## src/core/regulator_pkg.sv

```systemverilog
package regulator_pkg;

	// Register map (byte pointer on the serial port)
	localparam logic [7:0] REG_VOUT_HIGH = 8'h12;
	localparam logic [7:0] REG_VOUT_LOW = 8'h13;
	localparam logic [7:0] REG_RAMP_CTRL = 8'h14;
	localparam logic [7:0] REG_BUS_LEVEL = 8'h1a;
	localparam logic [7:0] REG_STOP_ARM = 8'h1c;
	localparam logic [7:0] REG_BASE_ADDR = 8'h1e;
	localparam logic [7:0] REG_STATUS = 8'h1f;

	// Field positions
	localparam int VOUT_MSB_BIT = 0;
	localparam int STOP_REQ_BIT = 2;
	localparam int RATE_BIT = 3;
	localparam int BUS_LEVEL_BIT = 1;
	localparam int STOP_ARM_BIT = 3;

	// Reset values
	localparam logic [7:0] BASE_ADDR_RESET = 8'h08;
	localparam logic [7:0] CTRL_RESET = 8'h00;

	// Soft-start timing: one reference step of 10 mV at 1 or 2 mV/us
	localparam int CLK_MHZ = 200;
	localparam int STEP_MV = 10;
	localparam int RATE_SLOW_MV_PER_US = 1;
	localparam int RATE_FAST_MV_PER_US = 2;
	localparam logic [11:0] STEP_CYC_SLOW = 12'(STEP_MV * CLK_MHZ / RATE_SLOW_MV_PER_US);
	localparam logic [11:0] STEP_CYC_FAST = 12'(STEP_MV * CLK_MHZ / RATE_FAST_MV_PER_US);

	// Initialization delay after the non-volatile load
	localparam logic [3:0] INIT_CYCLES = 4'h8;

	// Strap resistance band edges in kOhm between the eight offsets
	localparam int STRAP_EDGES = 7;
	localparam logic [7:0] STRAP_EDGE_KOHM [STRAP_EDGES] = '{8'h05, 8'h0f, 8'h19, 8'h23, 8'h2b, 8'h33, 8'h3e};

	// Feedback code below which the modulator keeps minimum on-time pulses
	localparam logic [8:0] MIN_ON_EXIT_CODE = 9'h010;

	localparam logic [2:0] BIT_LAST = 3'h7;

	typedef enum {SEQ_LOCKOUT, SEQ_NVM, SEQ_INIT, SEQ_ADDR, SEQ_READY} seq_t;
	typedef enum {BUS_IDLE, BUS_ADDR, BUS_ACK_ADDR, BUS_RX, BUS_ACK_RX, BUS_TX, BUS_ACK_TX} bus_t;

endpackage

```

## src/core/ramp_link_if.sv

```systemverilog
`timescale 1ns/1ps
`default_nettype none
interface ramp_link_if;
	logic hard_off;
	logic run;
	logic fast_rate;
	logic [8:0] target;
	logic [8:0] ss_level;
	logic at_zero;
	logic at_target;
	logic strap_capture;
	logic strap_clear;
	logic [7:0] strap_kohm;
	logic strap_valid;
	logic [2:0] offset;
	logic offset_held;

	modport ctrl (output hard_off, run, fast_rate, target, strap_capture, strap_clear, strap_kohm, strap_valid,
		input ss_level, at_zero, at_target, offset, offset_held);
	modport ramp (input hard_off, run, fast_rate, target, output ss_level, at_zero, at_target);
	modport strap (input strap_capture, strap_clear, strap_kohm, strap_valid, output offset, offset_held);
endinterface
`default_nettype wire

```

## src/core/startup_ctrl.sv

```systemverilog
// How it works
// - Serial port answers only after full initialization
// - Bit 1 of 0x1a selects bus level
// - Bias release loads memory, then finds offset
// - Reference ramps at 1 or 2 mV/us
// - Minimum on-time pulses until output rises
// - Nine-bit target spans 0x12 bit 0, 0x13
// - Overcurrent and overvoltage stay active during ramp
// - Pre-bias: switches off until ramp passes feedback
// - Power good waits for first high pulse
// - Enable low kills drivers and ramp at once
// - Soft-stop ramps down, drivers off at zero
// - Arm and request bits reset to zero
// - Address is base plus strap offset
// - Strap resistance bands map to offsets 0-7
`timescale 1ns/1ps
`default_nettype none
module startup_ctrl import regulator_pkg::*; (
	input wire logic core_clk,
	input wire logic srst,
	input wire logic bias_undervoltage_lockout,
	input wire logic nvm_load_done,
	input wire logic [8:0] nvm_vout_code,
	input wire logic [7:0] nvm_base_address,
	input wire logic [7:0] strap_kohm,
	input wire logic strap_valid,
	input wire logic scl_in,
	input wire logic sda_in,
	output logic sda_out,
	output logic sda_oe,
	input wire logic enable_pin,
	input wire logic pwm_request,
	input wire logic [8:0] feedback_sense,
	input wire logic pg_compare,
	input wire logic overcurrent_trip,
	input wire logic overvoltage_trip,
	output logic high_side_drive,
	output logic low_side_drive,
	output logic min_on_time,
	output logic [8:0] reference_code,
	output logic bus_level_high,
	output logic power_good_output,
	output logic power_good_oe,
	output logic port_ready
);
	ramp_link_if lnk ();

	soft_ramp u_ramp (
		.core_clk(core_clk),
		.srst(srst),
		.lnk(lnk.ramp)
	);

	strap_offset u_strap (
		.core_clk(core_clk),
		.srst(srst),
		.lnk(lnk.strap)
	);

	// Start-up sequencer
	seq_t seq_r, seq_nxt;
	logic [3:0] init_cnt_r;

	always_comb begin
		seq_nxt = seq_r;
		case (seq_r)
			SEQ_LOCKOUT: begin
				seq_nxt = SEQ_NVM;
			end
			SEQ_NVM: begin
				if (nvm_load_done) begin
					seq_nxt = SEQ_INIT;
				end
			end
			SEQ_INIT: begin
				if (init_cnt_r == INIT_CYCLES - 4'h1) begin
					seq_nxt = SEQ_ADDR;
				end
			end
			SEQ_ADDR: begin
				if (lnk.offset_held) begin
					seq_nxt = SEQ_READY;
				end
			end
			SEQ_READY: begin
				seq_nxt = SEQ_READY;
			end
			default: begin
				seq_nxt = SEQ_LOCKOUT;
			end
		endcase
		if (bias_undervoltage_lockout) begin
			seq_nxt = SEQ_LOCKOUT;
		end
	end

	always_ff @(posedge core_clk) begin
		if (srst) begin
			seq_r <= SEQ_LOCKOUT;
			init_cnt_r <= 4'h0;
		end else begin
			seq_r <= seq_nxt;
			init_cnt_r <= (seq_r == SEQ_INIT) ? init_cnt_r + 4'h1 : 4'h0;
		end
	end

	wire in_lockout = (seq_r == SEQ_LOCKOUT);
	wire nvm_take = (seq_r == SEQ_NVM) && nvm_load_done;
	assign port_ready = (seq_r == SEQ_READY);
	assign lnk.strap_capture = (seq_r == SEQ_ADDR);
	assign lnk.strap_clear = in_lockout;
	assign lnk.strap_kohm = strap_kohm;
	assign lnk.strap_valid = strap_valid;

	// Working registers
	logic vout_msb_r, rate_fast_r, stop_req_r, bus_level_r, stop_arm_r;
	logic [7:0] vout_lsb_r, base_addr_r;

	logic wr_en;
	logic [7:0] ptr_r;
	logic [7:0] rx_byte;
	wire reg_reset = srst || in_lockout;
	wire wr_vhi = wr_en && (ptr_r == REG_VOUT_HIGH);
	wire wr_vlo = wr_en && (ptr_r == REG_VOUT_LOW);
	wire wr_ramp = wr_en && (ptr_r == REG_RAMP_CTRL);
	wire wr_bus = wr_en && (ptr_r == REG_BUS_LEVEL);
	wire wr_arm = wr_en && (ptr_r == REG_STOP_ARM);
	wire wr_base = wr_en && (ptr_r == REG_BASE_ADDR);

	always_ff @(posedge core_clk) begin
		if (reg_reset) begin
			vout_msb_r <= 1'b0;
			vout_lsb_r <= CTRL_RESET;
			rate_fast_r <= CTRL_RESET[RATE_BIT];
			stop_req_r <= CTRL_RESET[STOP_REQ_BIT];
			bus_level_r <= CTRL_RESET[BUS_LEVEL_BIT];
			stop_arm_r <= CTRL_RESET[STOP_ARM_BIT];
			base_addr_r <= BASE_ADDR_RESET;
		end else if (nvm_take) begin
			vout_msb_r <= nvm_vout_code[8];
			vout_lsb_r <= nvm_vout_code[7:0];
			base_addr_r <= nvm_base_address;
		end else begin
			if (wr_vhi) vout_msb_r <= rx_byte[VOUT_MSB_BIT];
			if (wr_vlo) vout_lsb_r <= rx_byte;
			if (wr_ramp) begin
				rate_fast_r <= rx_byte[RATE_BIT];
				stop_req_r <= rx_byte[STOP_REQ_BIT];
			end
			if (wr_bus) bus_level_r <= rx_byte[BUS_LEVEL_BIT];
			if (wr_arm) stop_arm_r <= rx_byte[STOP_ARM_BIT];
			if (wr_base) base_addr_r <= rx_byte;
		end
	end

	assign bus_level_high = bus_level_r;

	// Power stage gating
	logic ovp_latch_r, drive_allow_r, first_pulse_r, min_on_r, pg_r;

	wire fault = ovp_latch_r || overcurrent_trip;
	wire soft_stop = stop_req_r && stop_arm_r;
	wire hard_off = !enable_pin || !port_ready || fault;
	assign lnk.hard_off = hard_off;
	assign lnk.run = !soft_stop;
	assign lnk.fast_rate = rate_fast_r;
	assign lnk.target = {vout_msb_r, vout_lsb_r};
	wire ramp_above_fb = (lnk.ss_level > feedback_sense);

	always_ff @(posedge core_clk) begin
		if (srst) begin
			ovp_latch_r <= 1'b0;
		end else if (overvoltage_trip || !enable_pin) begin
			ovp_latch_r <= overvoltage_trip;
		end
	end

	always_ff @(posedge core_clk) begin
		if (srst || hard_off || (soft_stop && lnk.at_zero)) begin
			drive_allow_r <= 1'b0;
			first_pulse_r <= 1'b0;
		end else begin
			if (ramp_above_fb && !soft_stop) drive_allow_r <= 1'b1;
			if (drive_allow_r && pwm_request) first_pulse_r <= 1'b1;
		end
	end

	always_ff @(posedge core_clk) begin
		if (srst) begin
			min_on_r <= 1'b0;
			pg_r <= 1'b0;
		end else begin
			min_on_r <= drive_allow_r && (feedback_sense < MIN_ON_EXIT_CODE);
			pg_r <= first_pulse_r && pg_compare && !fault;
		end
	end

	assign high_side_drive = drive_allow_r && pwm_request && !hard_off;
	assign low_side_drive = drive_allow_r && first_pulse_r && !pwm_request && !hard_off;
	assign min_on_time = min_on_r;
	assign reference_code = lnk.ss_level;
	assign power_good_output = 1'b0;
	assign power_good_oe = !pg_r;

	// Serial configuration port
	bus_t bus_r, bus_nxt;
	logic scl_q, sda_q;
	logic [2:0] cnt_r, cnt_nxt;
	logic [7:0] sh_r, sh_nxt, ptr_nxt, tx_r, tx_nxt;
	logic first_r, first_nxt, rw_r, rw_nxt, oe_r;

	wire scl_rise = scl_in && !scl_q;
	wire scl_fall = !scl_in && scl_q;
	wire start_seen = scl_in && scl_q && sda_q && !sda_in;
	wire stop_seen = scl_in && scl_q && !sda_q && sda_in;
	assign rx_byte = {sh_r[6:0], sda_in};
	wire [6:0] dev_addr = 7'(base_addr_r + {5'h00, lnk.offset});
	wire [7:0] status = {5'h00, ovp_latch_r, first_pulse_r, lnk.at_target};
	wire [7:0] rd_data = (ptr_r == REG_VOUT_HIGH) ? {7'h00, vout_msb_r} :
		(ptr_r == REG_VOUT_LOW) ? vout_lsb_r :
		(ptr_r == REG_RAMP_CTRL) ? {4'h0, rate_fast_r, stop_req_r, 2'b00} :
		(ptr_r == REG_BUS_LEVEL) ? {6'h00, bus_level_r, 1'b0} :
		(ptr_r == REG_STOP_ARM) ? {4'h0, stop_arm_r, 3'h0} :
		(ptr_r == REG_BASE_ADDR) ? base_addr_r :
		(ptr_r == REG_STATUS) ? status : 8'h00;

	always_comb begin
		bus_nxt = bus_r;
		cnt_nxt = cnt_r;
		sh_nxt = sh_r;
		ptr_nxt = ptr_r;
		tx_nxt = tx_r;
		first_nxt = first_r;
		rw_nxt = rw_r;
		wr_en = 1'b0;
		if (!port_ready || stop_seen) begin
			bus_nxt = BUS_IDLE;
		end else if (start_seen) begin
			bus_nxt = BUS_ADDR;
			cnt_nxt = 3'h0;
		end else if (scl_rise) begin
			case (bus_r)
				BUS_ADDR, BUS_RX: begin
					sh_nxt = rx_byte;
					cnt_nxt = cnt_r + 3'h1;
					if (cnt_r == BIT_LAST && bus_r == BUS_ADDR) begin
						if (rx_byte[7:1] == dev_addr) begin
							bus_nxt = BUS_ACK_ADDR;
							rw_nxt = rx_byte[0];
							first_nxt = 1'b1;
						end else begin
							bus_nxt = BUS_IDLE;
						end
					end else if (cnt_r == BIT_LAST) begin
						bus_nxt = BUS_ACK_RX;
						first_nxt = 1'b0;
						if (first_r) begin
							ptr_nxt = rx_byte;
						end else begin
							wr_en = 1'b1;
							ptr_nxt = ptr_r + 8'h01;
						end
					end
				end
				BUS_ACK_ADDR: begin
					cnt_nxt = 3'h0;
					tx_nxt = rd_data;
					bus_nxt = rw_r ? BUS_TX : BUS_RX;
				end
				BUS_ACK_RX: begin
					cnt_nxt = 3'h0;
					bus_nxt = BUS_RX;
				end
				BUS_TX: begin
					tx_nxt = {tx_r[6:0], 1'b0};
					cnt_nxt = cnt_r + 3'h1;
					if (cnt_r == BIT_LAST) begin
						bus_nxt = BUS_ACK_TX;
						ptr_nxt = ptr_r + 8'h01;
					end
				end
				BUS_ACK_TX: begin
					cnt_nxt = 3'h0;
					tx_nxt = rd_data;
					bus_nxt = sda_in ? BUS_IDLE : BUS_TX;
				end
				default: begin
					bus_nxt = BUS_IDLE;
				end
			endcase
		end
	end

	// Data changes only while the clock line is low
	wire oe_nxt = (bus_r == BUS_ACK_ADDR) || (bus_r == BUS_ACK_RX) || ((bus_r == BUS_TX) && !tx_r[7]);

	always_ff @(posedge core_clk) begin
		if (srst) begin
			bus_r <= BUS_IDLE;
			scl_q <= 1'b1;
			sda_q <= 1'b1;
			cnt_r <= 3'h0;
			sh_r <= 8'h00;
			ptr_r <= 8'h00;
			tx_r <= 8'h00;
			first_r <= 1'b0;
			rw_r <= 1'b0;
			oe_r <= 1'b0;
		end else begin
			bus_r <= bus_nxt;
			scl_q <= scl_in;
			sda_q <= sda_in;
			cnt_r <= cnt_nxt;
			sh_r <= sh_nxt;
			ptr_r <= ptr_nxt;
			tx_r <= tx_nxt;
			first_r <= first_nxt;
			rw_r <= rw_nxt;
			if (bus_nxt == BUS_IDLE) oe_r <= 1'b0;
			else if (scl_fall) oe_r <= oe_nxt;
		end
	end

	assign sda_out = 1'b0;
	assign sda_oe = oe_r;
endmodule // startup_ctrl
`default_nettype wire

```

## src/core/soft_ramp.sv

```systemverilog
`timescale 1ns/1ps
`default_nettype none
module soft_ramp import regulator_pkg::*; (
	input wire logic core_clk,
	input wire logic srst,
	ramp_link_if.ramp lnk
);
	logic [11:0] tick_r;
	logic [8:0] ss_r;
	wire [11:0] period = lnk.fast_rate ? STEP_CYC_FAST : STEP_CYC_SLOW;
	wire tick = (tick_r >= period - 12'h001);
	// Soft-stop steers the goal to zero at the same rate as the rise
	wire [8:0] goal = lnk.run ? lnk.target : 9'h000;

	always_ff @(posedge core_clk) begin
		if (srst || lnk.hard_off) begin
			tick_r <= 12'h000;
			ss_r <= 9'h000;
		end else if (tick) begin
			tick_r <= 12'h000;
			if (ss_r < goal) begin
				ss_r <= ss_r + 9'h001;
			end else if (ss_r > goal) begin
				ss_r <= ss_r - 9'h001;
			end
		end else begin
			tick_r <= tick_r + 12'h001;
		end
	end

	assign lnk.ss_level = ss_r;
	assign lnk.at_zero = (ss_r == 9'h000);
	assign lnk.at_target = lnk.run && (ss_r == lnk.target);
endmodule // soft_ramp
`default_nettype wire

```

## src/core/strap_offset.sv

```systemverilog
`timescale 1ns/1ps
`default_nettype none
module strap_offset import regulator_pkg::*; (
	input wire logic core_clk,
	input wire logic srst,
	ramp_link_if.strap lnk
);
	logic [STRAP_EDGES-1:0] above;
	logic [2:0] band;
	logic [2:0] offset_r;
	logic held_r;

	// One comparator per band edge
	genvar i;
	generate
		for (i = 0; i < STRAP_EDGES; i++) begin : g_edge
			assign above[i] = (lnk.strap_kohm > STRAP_EDGE_KOHM[i]);
		end
	endgenerate

	always_comb begin
		band = 3'h0;
		for (int k = 0; k < STRAP_EDGES; k++) begin
			band = band + {2'b00, above[k]};
		end
	end

	// Caught once, kept until the next bias reset
	always_ff @(posedge core_clk) begin
		if (srst || lnk.strap_clear) begin
			offset_r <= 3'h0;
			held_r <= 1'b0;
		end else if (lnk.strap_capture && lnk.strap_valid && !held_r) begin
			offset_r <= band;
			held_r <= 1'b1;
		end
	end

	assign lnk.offset = offset_r;
	assign lnk.offset_held = held_r;
endmodule // strap_offset
`default_nettype wire

```

## config.mk

```make
export PLATFORM = sky130hd
export DESIGN_NAME = startup_ctrl
export DESIGN_NICKNAME = d
export VERILOG_FILES = /design/src/core/regulator_pkg.sv /design/src/core/ramp_link_if.sv /design/src/core/startup_ctrl.sv /design/src/core/soft_ramp.sv /design/src/core/strap_offset.sv
export SDC_FILE = /design/constraint.sdc
export NUM_CORES = 1
export LEC_CHECK = 0
export BUFFER_PORTS_ARGS = -buffer_cell sky130_fd_sc_hd__buf_2
export CORE_ASPECT_RATIO = 1.25
export CORE_UTILIZATION = 60
export DETAILED_ROUTE_END_ITERATION = 10
export GPL_ROUTABILITY_DRIVEN = 0
export GPL_TIMING_DRIVEN = 1
export PLACE_DENSITY = 0.8
export SKIP_LAST_GASP = 1
export SYNTH_ARGS = -nofsm -noshare
export SYNTH_HDL_FRONTEND = slang
export SYNTH_HIERARCHICAL = 1
export SYNTH_SLANG_ARGS = --single-unit
```

## constraint.sdc

```tcl
create_clock -name core_clk -period 3.93 [get_ports core_clk]
set_input_delay 0.5895 -clock core_clk [delete_from_list [all_inputs] [get_ports core_clk]]
set_output_delay 0.5895 -clock core_clk [all_outputs]
set_load 0.01 [all_outputs]
```

==> results of run 1 <==
==> routing by layer <==
| metal | track usage (%) | wire length (µm) |
|---|---|---|
| met4 | 15.44 | 649 |
| met1 | 33.94 | 7117 |
| met3 | 5.565 | 977 |
| met5 | 0 | 0 |
| met2 | 55.11 | 8893 |
==> cells in the final DEF (no fill, tap or decap), types with 14 or more instances in the layout <==
cell       instances
a21oi_1           62
a22oi_1           15
and2_1            33
buf_2             61
clkbuf_16         17
dfxtp_1          121
ha_1              38
inv_1             34
mux2i_1           29
nand2_1           84
nand3_1           19
nor2_1            83
nor3_1            21
nor4_1            14
o21ai_0           41
xnor2_1           28
==> worst max path at each step <==
stage                        from                     end  slack [ns]  cells after the start
floorplan           strap_kohm[5]   u_strap/lnk.offset[1]        0.42                     11
global placement    strap_kohm[5]   u_strap/lnk.offset[1]        0.23                     12
detailed placement  strap_kohm[5]   u_strap/lnk.offset[1]        0.12                     12
CTS                    stop_req_r  u_ramp/lnk.ss_level[8]        0.17                     14
global route           stop_req_r  u_ramp/lnk.ss_level[8]        0.05                     14
finish                 stop_req_r  u_ramp/lnk.ss_level[8]        0.24                     14
==> report_power, final <==
group | total (mW) | leakage [nW] | internal [mW] | switching (mW)
Sequential | 1.24 | 0.976 | 1.23 | 0.00682
Clock | 1.58 | 0.286 | 0.990 | 0.585
Combinational | 0.138 | 1.89 | 0.0555 | 0.0822
==> sequential cells by signal, summed over array words and instances, names as in the netlist, 3 cells and up <==
signal and cells:
ptr_r 8, vout_lsb_r 8, tx_r 8, u_strap/lnk.offset 3
base_addr_r 8, init_cnt_r 4, bus_r 32, seq_r 3
cnt_r 3, u_ramp/tick_r 12, u_ramp/lnk.ss_level 9, sh_r 7
==> metrics by stage <==
stage	instance area (µm²)	utilization (%)	hold WS [ns]	total power, mW	cells
2_1_floorplan	6918	-	0.4175	1.347	829
3_3_place_gp	7322	65.75	0.4327	1.392	1001
3_5_place_dp	7322	65.75	0.4425	1.399	1001
4_1_cts	7928	71.18	0.3567	2.966	1033
5_1_grt	7930	71.21	0.3689	3.031	1033
6_report	7930	71.21	0.3717	2.951	1033
==> area by class of cell <==
type	count	area, µm²	share of cell area (%)
clock buffers	20	466.7	5.885
flip-flops and latches	121	2422	30.55
clock inverters	12	138.9	1.751
multi-input cells	636	4199	52.95
well taps	135	168.9	2.130
inverters	35	131.4	1.657
repair buffers	74	402.9	5.080
==> critical path, cell delays in order (launching register included) <==
cell	delay [ns]
dfxtp_1	0.35
nand2_2	0.21
nand2_1	0.09
ha_1	0.33
a21oi_1	0.16
o21ai_1	0.12
a211oi_2	0.34
inv_1	0.22
ha_1	0.38
nor2b_1	0.18
o2111ai_1	0.23
a31oi_1	0.13
or3b_1	0.38
a21boi_2	0.13
mux2_1	0.32
==> synth_stat cells (3+ instances only) <==
library cell | number | area share, %
or4_1 | 4 | 0.43
buf_4 | 4 | 0.43
nor4_1 | 14 | 1.3
nor2b_1 | 10 | 0.90
nand4_1 | 10 | 0.90
a311oi_1 | 3 | 0.38
and2_1 | 33 | 3.0
a32oi_1 | 4 | 0.51
or3_1 | 5 | 0.45
ha_1 | 38 | 6.9
nand3_1 | 19 | 1.4
and3_1 | 7 | 0.63
clkbuf_1 | 27 | 1.5
nor3b_1 | 4 | 0.43
mux2i_1 | 29 | 4.2
nand2_1 | 85 | 4.6
and4_1 | 3 | 0.38
a21o_1 | 3 | 0.33
a21oi_1 | 62 | 4.5
and3b_1 | 3 | 0.38
mux2_1 | 4 | 0.65
nor2_1 | 83 | 4.5
a31oi_1 | 8 | 0.72
fa_1 | 6 | 1.7
o21ai_0 | 41 | 3.0
a211oi_1 | 13 | 1.4
dfxtp_1 | 121 | 35
xor2_1 | 11 | 1.4
a22oi_1 | 15 | 1.6
inv_1 | 34 | 1.8
o211ai_1 | 3 | 0.33
xnor2_1 | 28 | 3.5
nand2b_1 | 8 | 0.72
buf_2 | 4 | 0.29
nand3b_1 | 3 | 0.33
nor3_1 | 21 | 1.5
or2_2 | 7 | 0.63
==> kinds of logic (layout without fill, tap and decap cells) <==
family,Yosys count,count (layout),synth area share (%)
AND/OR/NAND/NOR,339,339,25.66
AO/OA/AOI/OAI,177,177,16.20
flip-flops,121,121,35.03
buffers and inverters,72,141,4.325
adder cells (fa/ha/maj),44,44,8.614
XOR/XNOR,39,39,4.940
multiplexers,35,35,5.175
other,1,2,0.05424
==> timing repair <==
action                                  in CTS  in global routing
setup buffers                                0                  0
hold buffers                                 0                  0
endpoints found under the setup margin       0                  1
gates resized for setup                      0                  1
==> impl_metrics.yaml, run 1 <==
timing:
  worstMarginPinSlew_ns: 1.002
  maxSlewViolCount: 0
  hold_viol_final: 0
  fmax_mhz: 270.7
  rsz0062_at_grt: "no"
  tns_ns: 0
  layout_setup_ws_ns: 0.2360
  finalCritPeriodShare_pct: 94.00
  max-slew-margin-rel_pct: 32.95
  skew_ns: 0.01141
  fin_crit_ns: 3.694
  final-setup-viol-count: 0
route:
  first_pass_iters: 9
  num_vias: 6381
  routed_wl_mm: 17.64
  drc: 1
  drt_iter0_markers: 474
  vias_per_cell: 6.177
  final_antenna_net_count: 0
  avgRoutedWirePerCell_um: 17.07
clocking:
  htreeDepth: 4
  cts_tree: "done"
  cts_num_sinks: 121
  clkLatencyLatePin_ns: 0.41
  root_buffer: "clkbuf_16"
  numCtsBuffers: 17
  clockBufferDepth: 2
  cts.clk_slew.worst_paths_ns: 0.06
logic_synthesis:
  syn-cell-area_um2: 6914
  yosysWarningCount: 6
  syn_area_per_cell_um2: 8.350
  synth_flop_cell: "dfxtp_1"
  async_flop_share_pct: 0
  synthCells: 828
  ys_seq_area_share_pct: 35.03
  ys_types: 75
  synth_edf_count: 0
  yosys_register_bits: 121
grt:
  antenna_found_initial: 0
  grt_util_all_layers_pct: 30.36
  grt_max_degree: 53
  overflow: 0
  grt_pass1_wl_mm: 28.81
  grt_pass1_vias: 6288
die:
  die_h_um: 122.0
  design.die.area_um2: 11960
  rows: 43
  ios: 64
  core_area_um2: 11140
  initial_core_util_pct: 62.08
  die_w_um: 98.02
setup_path:
  r2r_slack_ns: 0.24
  path_max_fanout: 11
  path_class: "reg2reg"
  end_kind: "flop"
  worstPathArrival_ns: 3.99
  r2r-end: "u_ramp/lnk.ss_level[8]"
  reg2reg_depth: 14
  reg2reg_from: "stop_req_r"
  setup.worst_path.start_class: "flop"
  cp.required_ns: 4.22
hold_path:
  min_to: "seq_r[0]"
  min_path_type: "in2reg"
  holdPathStages: 2
  min-delay-start: "bias_undervoltage_lockout"
pwr:
  power_density_nw_per_um2: 372.2
  vdd_drop_max_mv: 0.2846
  power_leakage_nw: 3.155
cells_and_area:
  layout.nets: 975
  drive_gt1_share_pct: 14.81
  nFillCells: 870
  n_antenna_cell: 0
  area_growth_pct: 14.69
outcome:
  status: "complete, but fails checks"
  violations: "DRC"
placement:
  place.detailed.hpwl_mm: 12.62
  dpl_worst_slack_ns: 0.1203
  port_buffers: 61
job:
  cap_viol_max_count: 0
Note: power is estimated with default switching activity, not from simulation.
==> run 2, diff against run 1 <==
Settings changed: ABC_AREA from default to 1, CORE_ASPECT_RATIO 1.25 to default, CORE_UTILIZATION 60 to 55, PLACE_DENSITY 0.8 to 0.74.
==> impl_metrics.yaml, run 2 <==
clocking:
  root_buffer: "clkbuf_16"
  clkLatencyLatePin_ns: 0.42
  cts_tree: "done"
  holdBufCountCts: 0
  cts.clk_slew.worst_paths_ns: 0.05
  postCtsSetupRepairBufs: 0
  clockBufferDepth: 2
  cts_resized: 0
  cts_num_sinks: 121
  htreeDepth: 4
  numCtsBuffers: 17
logic_synthesis:
  synthAdderAreaFrac_pct: 7.825
  synth_top_family_by_area: "simple AND/OR/NAND/NOR gates"
  synth_flop_cell: "dfxtp_1"
  synth_compound_area_share_pct: 14.94
  yosys_register_bits: 121
  synth-simple-area-share_pct: 32.88
  synth_xor_area_share_pct: 2.647
  ys_types: 62
  yosys.area.top_type: "dfxtp_1"
  synthCells: 1100
  ys_seq_area_share_pct: 31.83
  async_flop_share_pct: 0
  synth_edf_count: 0
  yosysMostFrequentCell: "nand2_1"
  synthTopCellsByArea: "dfxtp_1 32%, nand2_1 11%, nor2_1 7.9%, inv_1 6.7%, ha_1 6.2%"
  yosysWarningCount: 6
  syn-cell-area_um2: 7611
  synth_mux_area_share_pct: 0.2630
  netlist.area_leader.share_pct: 31.83
  synth_commonest_cells: "230 x nand2_1, 160 x nor2_1, 135 x inv_1, 121 x dfxtp_1, 73 x nand3_1"
  syn_area_per_cell_um2: 6.919
timing:
  fin_hold_ws_ns: 0.3447
  skew_ns: 0.008456
  tns_ns: 0
  layout_setup_ws_ns: 0.8398
  finalCritPeriodShare_pct: 78.63
  worstMarginPinSlew_ns: 0.9040
  fmax_mhz: 323.6
  max-slew-margin-rel_pct: 39.66
  final-setup-viol-count: 0
  maxSlewViolCount: 0
  hold_viol_final: 0
  fin_crit_ns: 3.090
  rsz0062_at_grt: "no"
pwr:
  power_leakage_nw: 3.908
  vdd_drop_max_mv: 0.2748
  power_density_nw_per_um2: 336.3
route:
  num_vias: 7257
  routed_wl_mm: 17.96
  first_pass_iters: 5
  final_antenna_net_count: 0
  drc: 0
  drt_iter0_markers: 535
  vias_per_cell: 5.388
  avgRoutedWirePerCell_um: 13.34
setup_path:
  setup.worst_path.start_class: "flop"
  crit_family: "simple AND/OR/NAND/NOR gates"
  reg2reg_from: "stop_req_r"
  end_kind: "flop"
  path_max_fanout: 11
  r2r-end: "u_ramp/lnk.ss_level[8]"
  reg2reg_depth: 17
  path_depth: 17
  cpPeakStageDelay_ns: 0.48
  cp.required_ns: 4.24
  crit_path_frequent_cell: "nand2_1"
  cp_cell_sequence: "nand2_1, nand2_1, ha_1, nand2_1, inv_1, a21oi_1, nand3_2, ha_1, nand2_1, o21ai_1, nand2_1, nand2_1, inv_1, nand2_1, nand4_1, nand2_1, nor2_1"
  path_class: "reg2reg"
  worstSetupStartpoint: "stop_req_r"
  r2r_slack_ns: 0.84
  worstPathArrival_ns: 3.40
  crit_path_top_delay_cell: "ha_1"
  crit_buf_inv: 2
die:
  core_area_um2: 13350
  ios: 64
  initial_core_util_pct: 57.02
  die_h_um: 119.6
  design.die.area_um2: 14310
  die_w_um: 119.6
  rows: 42
cells_and_area:
  drive_gt1_share_pct: 14.26
  seq_area_um2: 2422
  area_growth_pct: 12.69
  regMostFlops: "bus_r"
  nFillCells: 1260
  layout.nets: 1250
  mostFrequentLayoutCells: "230 x nand2_1, 160 x nor2_1, 135 x inv_1"
  n_antenna_cell: 0
  final_common_cell: "nand2_1"
  multi_input_area_um2: 4464
  largest_register_ffs: 32
hold_path:
  holdPathStages: 2
  min_path_type: "in2reg"
  min-delay-start: "feedback_sense[8]"
  min_to: "min_on_time"
grt:
  grt_util_all_layers_pct: 26.36
  use_met1_pct: 34.36
  grtUsageMet3_pct: 5.513
  grt_use_met2_pct: 43.28
  antenna_found_initial: 0
  grt.busiest_layer: "met2"
  grt_pass1_vias: 6350
  grt_max_degree: 42
  overflow: 0
  grt_pass1_wl_mm: 30.01
placement:
  place.detailed.hpwl_mm: 13.29
  port_buffers: 61
  dpl_worst_slack_ns: 0.4575
outcome:
  status: "finished clean"
job:
  cap_viol_max_count: 0
## run 2: cell count changes after synthesis, sizes merged, moves of 12 or more
cell,before,now
nand2,86,238
o21ai,45,60
a22oi,15,0
nand4,10,31
inv,34,150
nor2,83,176
mux2i,29,2
clkbuf,28,12
nand3,19,78
and2,33,1
nor3,24,11
xnor2,28,11
nor4,16,4
## run 2: cell type report
class,instances,share of cell area (%)
Sequential cell,121,28.24
Clock inverter,8,0.8461
Multi-Input combinational cell,802,52.05
Inverter,150,6.594
Timing Repair Buffer,68,4.172
Tap cell,176,2.567
Clock buffer,22,5.529
## run 2: worst max path at each step
stage / endpoint / slack, ns
final: u_ramp/lnk.ss_level[8] / 0.84
after CTS: u_ramp/lnk.ss_level[8] / 0.85
after detailed placement: u_strap/lnk.offset[1] / 0.46
after global placement: u_strap/lnk.offset[1] / 0.53
after floorplan: u_strap/lnk.offset[1] / 0.71
after global routing: u_ramp/lnk.ss_level[8] / 0.51
## run 2: cell families after synthesis
kind of cell | after synthesis
DFF | 121
buffers and inverters | 178
muxes | 2
adders and majority gates | 44
and+or+nand+nor | 552
xor gates and xnor gates | 23
other | 1
AOI/OAI and AO/OA | 179
## run 2: stage by stage
stage | instance area (µm²) | util, % | total power [mW] | cells
after detailed placement | 8030 | 60.16 | 1.457 | 1317
after floorplan | 7615 | - | 1.401 | 1101
after global routing | 8577 | 64.26 | 2.995 | 1347
final | 8577 | 64.26 | 2.884 | 1347
after CTS | 8577 | 64.26 | 2.901 | 1347
after global placement | 8030 | 60.16 | 1.453 | 1317
## run 2: where the power goes
part / leakage [nW] / switching, mW / total [mW] / internal [mW]
Clock: 0.264 / 0.546 / 1.45 / 0.905
Sequential: 0.976 / 0.00706 / 1.24 / 1.23
Combinational: 2.67 / 0.125 / 0.191 / 0.0662
Total: 3.91 / 0.679 / 2.88 / 2.21
## run 2: per-layer routing
layer / vias up / wire [µm]
li1: 3739 / -
met1: 3315 / 8267
met2: 177 / 8298
met3: 26 / 1072
met4: 0 / 325
met5: - / 0
==> run 3, diff against run 2 <==
Settings changed: PLACE_DENSITY 0.74 to 0.77.
Clock period 3.93 ns to 2.8 ns, I/O delays scaled along.
==> impl_metrics.yaml, run 3 (synthesis gave the netlist of run 2 again) <==
clocking:
  htreeDepth: 4
  cts_tree: "done"
  root_buffer: "clkbuf_16"
  clkLatencyLatePin_ns: 0.43
  clockBufferDepth: 2
  cts.clk_slew.worst_paths_ns: 0.06
  numCtsBuffers: 17
  cts_num_sinks: 121
  holdBufCountCts: 0
timing:
  final-setup-viol-count: 0
  fin_hold_ws_ns: 0.1673
  fmax_mhz: 366.8
  finalCritPeriodShare_pct: 97.37
  skew_ns: 0.007992
  worstMarginPinSlew_ns: 0.7801
  fin_crit_ns: 2.726
  rsz0062_at_grt: "yes"
  maxSlewViolCount: 0
  max-slew-margin-rel_pct: 47.94
  hold_viol_final: 0
  tns_ns: 0
grt:
  grt_pass1_wl_mm: 31.97
  overflow: 0
  antenna_found_initial: 0
  grt_max_degree: 44
  grt_util_all_layers_pct: 28.02
  grt_pass1_vias: 6940
cells_and_area:
  area_growth_pct: 20.57
  n_antenna_cell: 0
  fin_area_um2: 9176
  regMostFlops: "bus_r"
  drive_gt1_share_pct: 18.93
  layout.nets: 1287
  final_common_cell: "nand2_1"
  nFillCells: 1122
  mostFrequentLayoutCells: "225 x nand2_1, 158 x nor2_1, 130 x inv_1"
  layoutNonFillerInstCount: 1386
  largest_register_ffs: 32
setup_path:
  worstPathArrival_ns: 3.04
  reg2reg_depth: 18
  r2r-end: "u_ramp/lnk.ss_level[8]"
  cp_cell_sequence: "buf_8, inv_6, nand2_4, nor2_4, nand2_1, nand2_1, nand2_1, fa_1, inv_2, fa_1, inv_2, fa_2, inv_2, fa_1, o21ai_1, nor2_1"
  reg2reg_from: "stop_req_r"
  crit_family: "adder cells"
  path_class: "in2reg"
  end_kind: "flop"
  path_max_fanout: 3
  cpPeakStageDelay_ns: 0.55
  cp.required_ns: 3.12
  r2r_slack_ns: 0.12
  crit_buf_inv: 5
  setup.worst_path.start_class: "primary input"
  crit_path_top_delay_cell: "fa_1"
die:
  initial_core_util_pct: 57.02
  rows: 42
  die_h_um: 119.6
  die_w_um: 119.6
  design.die.area_um2: 14310
  core_area_um2: 13350
  ios: 64
hold_path:
  holdPathStages: 2
  min_to: "min_on_time"
  min-delay-start: "feedback_sense[8]"
  min_path_type: "in2reg"
route:
  drc: 0
  final_antenna_net_count: 0
  num_vias: 7566
  avgRoutedWirePerCell_um: 14.17
  vias_per_cell: 5.459
  routed_wl_mm: 19.64
  first_pass_iters: 5
  drt_iter0_markers: 500
outcome:
  status: "finished clean"
pwr:
  p_total_mw: 4.555
  vdd_drop_max_mv: 0.3925
  power_density_nw_per_um2: 496.4
  power_leakage_nw: 4.199
placement:
  dp_cells: 1349
  place_area_um2: 8290
  port_buffers: 61
  place.detailed.hpwl_mm: 14.00
job:
  cap_viol_max_count: 0
run 3: cell count changes in the layout (fill, tap and decap cells not counted), sizes merged:
cell | before | now
nand3 | 78 | 79
buf | 68 | 104
bufinv | 1 | 5
clkinvlp | 3 | 1
run 3: worst max path at each step:
stage / from / to / slack, ns / cells past startpoint
floorplan: strap_kohm[6] / u_strap/lnk.offset[1] / -0.13 / 15
global placement: strap_kohm[6] / u_strap/lnk.offset[1] / -0.35 / 16
CTS: strap_kohm[6] / u_strap/lnk.offset[1] / 0.001 / 16
finish: strap_kohm[4] / u_strap/lnk.offset[1] / 0.07 / 16
global route: stop_req_r / u_ramp/lnk.ss_level[8] / -0.06 / 18
detailed placement: strap_kohm[6] / u_strap/lnk.offset[1] / -0.44 / 16
run 3: what timing repair did:
item                       in CTS  in global routing
resized for setup               3                 31
gates cloned                    0                  1
pin swaps                       0                 16
setup endpoints to repair       3                  6
buffers inserted                0                  4
run 3: where the power goes:
group	internal, mW	switching, mW	leakage (nW)
clock network	1.68	0.795	0.327
registers	1.73	0.00877	0.976
logic	0.138	0.207	2.90
total	3.54	1.01	4.20
run 3: worst reg2reg max path, stage by stage, from the launching register on:
cell	delay, ns
dfxtp_1	0.35
nand2_4	0.14
nand2_1	0.08
ha_1	0.30
nand2_1	0.09
nor2_4	0.13
nand3b_1	0.15
nand3_4	0.18
inv_2	0.07
fa_1	0.41
o21ai_2	0.17
nand2_1	0.07
nand2_1	0.09
inv_1	0.04
nand2_1	0.07
inv_1	0.04
nor2_1	0.09
nor2_1	0.04
nor2_1	0.10
run 3: cell type report:
type | count | area (µm²) | share of cell area (%)
tap | 176 | 220.2 | 2.400
sequential | 121 | 2422 | 26.40
timing repair buffer | 104 | 650.6 | 7.090
clock buffer | 22 | 484.2 | 5.277
multi-input combinational | 803 | 4629 | 50.45
inverter | 150 | 580.6 | 6.327
clock inverter | 10 | 188.9 | 2.059
run 3: metal layers:
metal	part of all wire (%)	wire length (µm)	global-route usage, %
met1	44	8593	35.20
met2	47	9327	46.64
met3	5.7	1129	5.703
met4	3.0	590	11.64
met5	0	0	0
run 3: through the flow:
stage	worst slack (ns)	util, %
5_1_grt	-0.05753	68.75
4_1_cts	0.001061	67.26
2_1_floorplan	-0.1281	-
3_5_place_dp	-0.4376	62.11
3_3_place_gp	-0.3532	62.11
6_report	0.07362	68.75
